--- config.mk ---
export PLATFORM = sky130hd
export DESIGN_NAME = asf_status_flags
export DESIGN_NICKNAME = d
export VERILOG_FILES = /design/src/include/asf_pkg.sv /design/src/logic/asf_status_flags.sv
export SDC_FILE = /design/constraint.sdc
export NUM_CORES = 1
export LEC_CHECK = 0
export BUFFER_PORTS_ARGS = -buffer_cell sky130_fd_sc_hd__buf_2
export CAP_MARGIN = 0
export CORE_ASPECT_RATIO = 1.1
export CORE_MARGIN = 2
export CORE_UTILIZATION = 56
export DETAILED_ROUTE_END_ITERATION = 16
export PLACE_DENSITY_LB_ADDON = 0.2
export SKIP_CTS_REPAIR_TIMING = 1
export SLEW_MARGIN = 5
export SYNTH_ARGS = -nofsm -noshare
export SYNTH_HDL_FRONTEND = slang
export SYNTH_SLANG_ARGS = --single-unit
export TNS_END_PERCENT = 5
--- constraint.sdc ---
create_clock -name mclk -period 8.09 [get_ports mclk]
set_input_delay 0.809 -clock mclk [delete_from_list [all_inputs] [get_ports mclk]]
set_output_delay 0.809 -clock mclk [all_outputs]
set_load 0.01 [all_outputs]
--- src/include/asf_pkg.sv ---
// shared constants of the converter status flag block
package asf_pkg;
  // register byte offsets on the avalon slave
  localparam logic [4:0] ASF_OFF_STATUS   = 5'h00;
  localparam logic [4:0] ASF_OFF_IFMODE   = 5'h04;
  localparam logic [4:0] ASF_OFF_DATA     = 5'h08;
  localparam logic [4:0] ASF_OFF_IRQ_STAT = 5'h0c;
  localparam logic [4:0] ASF_OFF_IRQ_MASK = 5'h10;
  localparam int          ASF_ADDR_W       = 5;

  // status field positions
  localparam int ASF_BIT_RDY     = 7;
  localparam int ASF_BIT_ADC_ERR = 6;
  localparam int ASF_BIT_CRC_ERR = 5;
  localparam int ASF_BIT_REG_ERR = 4;
  localparam int ASF_BIT_RSVD    = 3;

  // interface mode field positions
  localparam int ASF_BIT_APPEND    = 0;
  localparam int ASF_BIT_REG_CHECK = 1;

  // reset values
  localparam logic [7:0]  ASF_STATUS_RST = 8'h80;
  localparam logic [7:0]  ASF_IFMODE_RST = 8'h00;
  localparam logic [7:0]  ASF_MASK_RST   = 8'h00;
  localparam logic [23:0] ASF_DATA_RST   = 24'h000000;

  // clamp values of the result
  localparam logic [23:0] ASF_CLAMP_HI = 24'hffffff;
  localparam logic [23:0] ASF_CLAMP_LO = 24'h000000;

  localparam int ASF_DATA_W = 24;
  localparam int ASF_SIG_W  = 16;
  localparam int ASF_SYNC_N = 3;
endpackage : asf_pkg

--- src/logic/asf_status_flags.sv ---
// converter status flags with avalon slave, ready pin driver and interrupt
//
// Added by the designer: the Avalon-MM register port and the placing of the registers.
`timescale 1ns/100ps
module asf_status_flags
  import asf_pkg::*;
#(
  parameter int IMAGE_W = 64
) (
  input  wire logic                  mclk,
  input  wire logic                  resetn,
  // avalon-mm slave
  input  wire logic [ASF_ADDR_W-1:0] avs_address,
  input  wire logic                  avs_read,
  input  wire logic                  avs_write,
  input  wire logic [31:0]           avs_writedata,
  output logic      [31:0]           avs_readdata,
  output logic                       avs_waitrequest,
  output logic                       irq,
  // conversion path and calibration sequencer
  input  wire logic                  result_valid,
  input  wire logic [23:0]           result_data,
  input  wire logic                  result_over,
  input  wire logic                  result_under,
  input  wire logic                  cal_mode,
  input  wire logic                  cal_done,
  // serial framing on the same clock
  input  wire logic                  crc_write_fail,
  input  wire logic                  ser_data_read,
  input  wire logic                  ser_status_read,
  input  wire logic                  reg_read_active,
  // image of the protected registers
  input  wire logic [IMAGE_W-1:0]    reg_image,
  // pins
  input  wire logic                  cs_n,
  input  wire logic                  sclk,
  output logic                       dout_rdy_o,
  output logic                       dout_rdy_oe,
  // data readout with optional appended status
  output logic      [31:0]           readout_word,
  output logic                       readout_with_status
);

  initial begin
    if (IMAGE_W < ASF_SIG_W) begin
      $error("IMAGE_W must be at least ASF_SIG_W");
    end
    if (ASF_SYNC_N < 2) begin
      $error("ASF_SYNC_N must be at least 2");
    end
    if (ASF_DATA_W != 24) begin
      $error("ASF_DATA_W must match the 24 bit result");
    end
  end

  typedef struct packed {
    // pin synchronisers
    logic [ASF_SYNC_N-1:0] cs_sync;
    logic [ASF_SYNC_N-1:0] sclk_sync;
    // status flags
    logic                  rdy;
    logic                  adc_err;
    logic                  crc_err;
    logic                  reg_err;
    // mode and integrity reference
    logic [7:0]            ifmode;
    logic [ASF_SIG_W-1:0]  ref_sig;
    logic [23:0]           data;
    // interrupt
    logic [7:0]            irq_stat;
    logic [7:0]            irq_mask;
    // bus side
    logic [7:0]            shift;
    logic                  wait_n;
    logic                  waitreq;
    logic [31:0]           rdata;
    // pin and readout outputs
    logic                  irq;
    logic                  dout;
    logic                  dout_oe;
    logic [31:0]           readout;
    logic                  with_stat;
  } asf_state_t;

  // synchronisers start at the idle pin levels so reset gives no false edge
  localparam asf_state_t ASF_STATE_RST = '{
    cs_sync:   '1,
    sclk_sync: '1,
    rdy:       ASF_STATUS_RST[ASF_BIT_RDY],
    adc_err:   ASF_STATUS_RST[ASF_BIT_ADC_ERR],
    crc_err:   ASF_STATUS_RST[ASF_BIT_CRC_ERR],
    reg_err:   ASF_STATUS_RST[ASF_BIT_REG_ERR],
    ifmode:    ASF_IFMODE_RST,
    ref_sig:   '0,
    data:      ASF_DATA_RST,
    irq_stat:  8'h00,
    irq_mask:  ASF_MASK_RST,
    shift:     8'h00,
    wait_n:    1'b0,
    waitreq:   1'b1,
    rdata:     32'h00000000,
    irq:       1'b0,
    dout:      1'b1,
    dout_oe:   1'b0,
    readout:   32'h00000000,
    with_stat: 1'b0
  };

  // xor fold of the register image into a short signature
  // a short fold keeps the compare small; two flipped bits in one lane cancel
  function automatic logic [ASF_SIG_W-1:0] asf_fold(input logic [IMAGE_W-1:0] img);
    logic [ASF_SIG_W-1:0] acc;
    acc = '0;
    for (int i = 0; i < IMAGE_W; i++) begin
      acc[i % ASF_SIG_W] = acc[i % ASF_SIG_W] ^ img[i];
    end
    return acc;
  endfunction : asf_fold

  // reset enters asynchronously, leaves two edges later on the clock
  logic [1:0] rst_sync_q;
  logic       rst_n;

  always_ff @(posedge mclk or negedge resetn) begin
    if (!resetn) begin
      rst_sync_q <= 2'b00;
    end else begin
      rst_sync_q <= {rst_sync_q[0], 1'b1};
    end
  end
  assign rst_n = rst_sync_q[1];

  asf_state_t s_q;
  asf_state_t s_d;

  logic       acc_new;
  logic       rd_hit;
  logic       wr_hit;
  logic       wr_ifmode;
  logic       wr_mask;
  logic       rd_status;
  logic       rd_data;
  logic       rd_irq;
  logic       result_wr;
  logic       conv_wr;
  logic       sclk_fall;
  logic       selected;
  logic       chk_on_new;
  logic [7:0] status_byte;
  logic [7:0] events;
  logic [23:0] clamped;
  logic [31:0] rd_mux;

  always_comb begin
    s_d = s_q;

    // pins pass three flops; only the later stages are looked at
    // the third stage only feeds the serial clock edge detector
    s_d.cs_sync   = {s_q.cs_sync[ASF_SYNC_N-2:0], cs_n};
    s_d.sclk_sync = {s_q.sclk_sync[ASF_SYNC_N-2:0], sclk};
    selected  = !s_q.cs_sync[ASF_SYNC_N-2];
    sclk_fall = s_q.sclk_sync[ASF_SYNC_N-1] && !s_q.sclk_sync[ASF_SYNC_N-2];

    // one wait cycle, then the answer; wait_n high marks the answer cycle
    acc_new   = (avs_read || avs_write) && !s_q.wait_n;
    rd_hit    = acc_new && avs_read;
    wr_hit    = acc_new && avs_write;
    rd_status = rd_hit && (avs_address == ASF_OFF_STATUS);
    rd_data   = rd_hit && (avs_address == ASF_OFF_DATA);
    rd_irq    = rd_hit && (avs_address == ASF_OFF_IRQ_STAT);
    // write decode
    wr_ifmode = wr_hit && (avs_address == ASF_OFF_IFMODE);
    wr_mask   = wr_hit && (avs_address == ASF_OFF_IRQ_MASK);
    // one flop per stage keeps the bus answer fixed at one wait cycle
    s_d.wait_n  = acc_new;
    s_d.waitreq = !acc_new;

    // channel bits are out of scope and read zero
    status_byte = 8'h00;
    status_byte[2:0] = 3'h0;
    status_byte[ASF_BIT_RDY]     = s_q.rdy;
    status_byte[ASF_BIT_ADC_ERR] = s_q.adc_err;
    status_byte[ASF_BIT_CRC_ERR] = s_q.crc_err;
    status_byte[ASF_BIT_REG_ERR] = s_q.reg_err;
    status_byte[ASF_BIT_RSVD]    = 1'b0;

    // conversion and calibration results
    conv_wr   = result_valid && !cal_mode;
    result_wr = conv_wr || (cal_mode && cal_done);
    // over wins over under when both are flagged
    if (result_over) begin
      clamped = ASF_CLAMP_HI;
    end else if (result_under) begin
      clamped = ASF_CLAMP_LO;
    end else begin
      clamped = result_data;
    end
    if (conv_wr) begin
      s_d.data    = clamped;
      s_d.adc_err = result_over || result_under;
    end

    // a new result beats a concurrent data read: the host has not seen it yet
    if (result_wr) begin
      s_d.rdy = 1'b0;
    end else if (rd_data || ser_data_read) begin
      s_d.rdy = 1'b1;
    end

    // set wins over the read clear so no failed write goes unseen
    if (crc_write_fail) begin
      s_d.crc_err = 1'b1;
    end else if (rd_status || ser_status_read) begin
      s_d.crc_err = 1'b0;
    end

    // interface mode writes; reserved mode bits stay zero
    chk_on_new = s_q.ifmode[ASF_BIT_REG_CHECK];
    if (wr_ifmode) begin
      s_d.ifmode = 8'h00;
      s_d.ifmode[ASF_BIT_APPEND]    = avs_writedata[ASF_BIT_APPEND];
      s_d.ifmode[ASF_BIT_REG_CHECK] = avs_writedata[ASF_BIT_REG_CHECK];
      chk_on_new = avs_writedata[ASF_BIT_REG_CHECK];
    end
    // the reserved bit can never raise the line
    if (wr_mask) begin
      s_d.irq_mask = avs_writedata[7:0];
      s_d.irq_mask[ASF_BIT_RSVD] = 1'b0;
    end

    // integrity check; the reference is taken as the enable rises
    // compare starts the cycle after capture so a fresh reference never trips
    if (chk_on_new && !s_q.ifmode[ASF_BIT_REG_CHECK]) begin
      s_d.ref_sig = asf_fold(reg_image);
    end
    if (!chk_on_new) begin
      s_d.reg_err = 1'b0;
    end else if (s_q.ifmode[ASF_BIT_REG_CHECK] && asf_fold(reg_image) != s_q.ref_sig) begin
      s_d.reg_err = 1'b1;
    end

    // interrupt events share the status layout
    events = 8'h00;
    events[ASF_BIT_RDY]     = result_wr;
    events[ASF_BIT_ADC_ERR] = conv_wr && (result_over || result_under);
    events[ASF_BIT_CRC_ERR] = crc_write_fail;
    events[ASF_BIT_REG_ERR] = s_d.reg_err && !s_q.reg_err;
    // an integrity interrupt fires once, on the rising flag
    // clear then set so an event in the read cycle is kept
    if (rd_irq) begin
      s_d.irq_stat = events;
    end else begin
      s_d.irq_stat = s_q.irq_stat | events;
    end
    s_d.irq = |(s_d.irq_stat & s_d.irq_mask);

    // read data mux; unmapped offsets read zero
    case (avs_address)
      ASF_OFF_STATUS: begin
        rd_mux = {24'h000000, status_byte};
      end
      ASF_OFF_IFMODE: begin
        rd_mux = {24'h000000, s_q.ifmode};
      end
      ASF_OFF_DATA: begin
        rd_mux = {8'h00, s_q.data};
      end
      ASF_OFF_IRQ_STAT: begin
        rd_mux = {24'h000000, s_q.irq_stat};
      end
      ASF_OFF_IRQ_MASK: begin
        rd_mux = {24'h000000, s_q.irq_mask};
      end
      default: begin
        rd_mux = 32'h00000000;
      end
    endcase
    // read data is captured once, at the accept edge
    if (rd_hit) begin
      s_d.rdata = rd_mux;
    end

    // data readout word with the status byte appended behind it
    if (rd_data || ser_data_read) begin
      if (s_q.ifmode[ASF_BIT_APPEND]) begin
        s_d.readout   = {s_q.data, status_byte};
        s_d.with_stat = 1'b1;
      end else begin
        s_d.readout   = {8'h00, s_q.data};
        s_d.with_stat = 1'b0;
      end
    end

    // status byte shifts out on sclk falls during a status read frame
    // a trailing fall after the last bit only shifts in zeros
    if (ser_status_read) begin
      s_d.shift = status_byte;
    end else if (reg_read_active && sclk_fall) begin
      s_d.shift = {s_q.shift[6:0], 1'b0};
    end

    // pin shows ready whenever selected and no register read runs
    // oe follows the synchronised select, so it lags the pin by three edges
    s_d.dout_oe = selected;
    if (reg_read_active) begin
      s_d.dout = s_d.shift[7];
    end else begin
      s_d.dout = s_d.rdy;
    end
  end

  always_ff @(posedge mclk or negedge rst_n) begin
    if (!rst_n) begin
      s_q <= ASF_STATE_RST;
    end else begin
      s_q <= s_d;
    end
  end

  // every output is a register field
  assign avs_readdata        = s_q.rdata;
  assign avs_waitrequest     = s_q.waitreq;
  assign irq                 = s_q.irq;
  assign dout_rdy_o          = s_q.dout;
  assign dout_rdy_oe         = s_q.dout_oe;
  assign readout_word        = s_q.readout;
  assign readout_with_status = s_q.with_stat;

endmodule : asf_status_flags

==> reports/metrics.csv <==
metric;value;unit
dpl cells;918;
core area;11980;µm²
Residual DRC;0;
share of cells above drive strength 1;29.40;%
RSZ-0062 raised after global routing;no;
top cell type's share of synthesized area;47.39;%
port bufs;175;
1st-iter DRT viols;410;
H-tree depth;4;
crit-path max cell delay;680;ps
setup TNS;0;ps
status;completed;
Total Power;1.825;mW
critical path class;in2reg;
die area;13160;µm²
DR vias;5063;
drt wl/cell;16.15;µm
cells after synthesis;677;
crit-path max FO;10;
largest cells by area after synthesis;dfrtp_1 (47%), nand2_1 (7.2%), buf_4 (7.0%);
Worst EP required;8350;ps
clk slew on worst S/H paths;60;ps
cell with the most instances after synthesis;nand2_1;
CP endpoint kind;flop;
dominant synthesized flop cell;dfrtp_1;
Startpoint Class;input port;
First-pass DRT Iterations;6;
reg2reg start;s_q[69];
CTS root buf;clkbuf_16;
clock buffer depth;2;
nets@finish;923;
fmax;332.5;MHz
Worst EP arrival;3260;ps
static leakage;3.982;nW
FILL cells;1006;
Max Clock Skew;7.043;ps
aggregate global-route resource usage;24.67;%
Async SR Flop Fraction;100.0;%
Final Cycle Share;37.18;%
Die Span X;109.6;µm
#FFs+latches synth;138;
final RePlAce weighted congestion;0.8911;
Worst Reg-to-Reg Cells;4;
PD cells;230.2;nW/µm²
diode count;0;
Initial Util;57.29;%
die height;120.1;µm
Post-synth EDFFs;0;
Distinct cells, synth;43;
number of global-route vias before repair;5051;
post-synthesis instance area;6864;µm²
Ports;209;
first-pass GRT wire length;24570;µm
DP HPWL;11190;µm
Via density;5.329;
CP max-delay cell;or4_1;
standard-cell rows;42;
Period minus WS final;3008;ps
Setup-failing EPs final;0;
worst path bufs/invs;1;
actual slew at the worst max-slew pin;1025;ps
worst-path cell chain;buf_2 > or4_1 > nor4b_4 > mux2_2 > a222oi_1 > o311ai_1;
max_cap viols;0;
Final Routed Wirelength;15340;µm
RR Endpoint;irq;
Area Growth Syn to Fin;15.53;%
Warnings, synthesis;0;
pin count of the biggest net entering global routing;84;
CTS sink cnt;138;
Clock Latency Late Sink;400;ps
Post-synth top cells;nand2_1 (131), dfrtp_1 (130), o21ai_0 (83), buf_4 (64), xnor2_1 (52);
fin cells;950;
clock buffer count from CTS;17;
Final Hold Vio Count;0;
Yosys top cell by area;dfrtp_1;
synthesized area per cell;10.14;µm²
CTS tree;done;
r2r setup slk;5850;ps
Rel. slew slack;31.64;%
grt ovf;0;
CP top delay family;simple AND/OR/NAND/NOR gates;
type of the worst min-delay path;in2async;
VDD IR max;0.1096;mV
Slew Viols, Final;0;
ANT nets after route;0;
initial antenna violation count;0;
post-synthesis sequential area ratio;50.46;%
-- state kept, by name (all words and copies together) (netlist names) --
name	count
dout_rdy_o	1
rst_sync_q	2
readout_with_status	1
s_d	4
readout_word	32
irq	1
avs_waitrequest	1
avs_readdata	24
dout_rdy_oe	1
s_q	71
-- worst max path at each step --
stage	startpoint	endpoint	slack, ps	depth (start not counted)
floorplan	rst_sync_q[1]	avs_readdata[0]	3970	0
global placement	avs_address[1]	irq	4710	6
detailed placement	avs_address[1]	irq	4710	6
CTS	avs_address[1]	irq	5100	6
global route	avs_address[1]	irq	4970	6
finish	avs_address[1]	irq	5080	6
-- stage by stage --
step           util, %  setup WS (ps)  hold WS [ps]  cell area, µm²
6_report         66.19           5083         180.9            7930
5_1_grt          66.19           4969         167.0            7930
4_1_cts          66.19           5098         164.7            7930
3_5_place_dp     61.77           4714         338.9            7401
3_3_place_gp     61.77           4710         338.5            7401
2_1_floorplan        -           3974         331.2            6890
-- layer usage --
metal / vias to the layer above / share of wire [%] / global-route usage [%]
met1: 2425 / 42 / 31.12
met3: 28 / 5.3 / 5.269
li1: 2421 / - / -
met2: 189 / 51 / 41.13
met5: - / 0 / 0
met4: 0 / 2.4 / 9.889
-- power by group --
| part | switching (mW) | internal, mW |
|---|---|---|
| registers | 0.0704 | 0.766 |
| logic | 0.150 | 0.153 |
| clock network | 0.273 | 0.413 |
| total | 0.494 | 1.33 |
-- cell families after synthesis --
kind of cell    Yosys count  synth area share [%]
simple gates            188                 12.12
flops                   138                 50.46
compound gates          135                 10.99
buf+inv                 109                 9.479
xor+xnor                 64                 10.57
mux                      41                 6.271
other cells               2                0.1094
-- layout make-up --
type / count / area (µm²) / share of cell area (%)
clock buffers: 24 / 481.7 / 6.074
clock inverters: 8 / 47.55 / 0.5996
inverters: 8 / 30.03 / 0.3787
multi-input cells: 437 / 2790 / 35.18
flip-flops and latches: 138 / 3467 / 43.72
well taps: 154 / 192.7 / 2.430
repair buffers: 181 / 920.9 / 11.61
-- placed cells by master, fill, tap and decap left out, types with 9 or more instances in the layout --
master / n
nand3_1: 18
dfrtp_1: 129
conb_1: 9
xnor3_1: 12
xnor2_1: 52
mux2i_1: 31
buf_2: 175
a21oi_1: 26
nand2_1: 131
clkbuf_16: 17
o21ai_0: 83
nor2_1: 10
(Power assumes the default switching activity.)
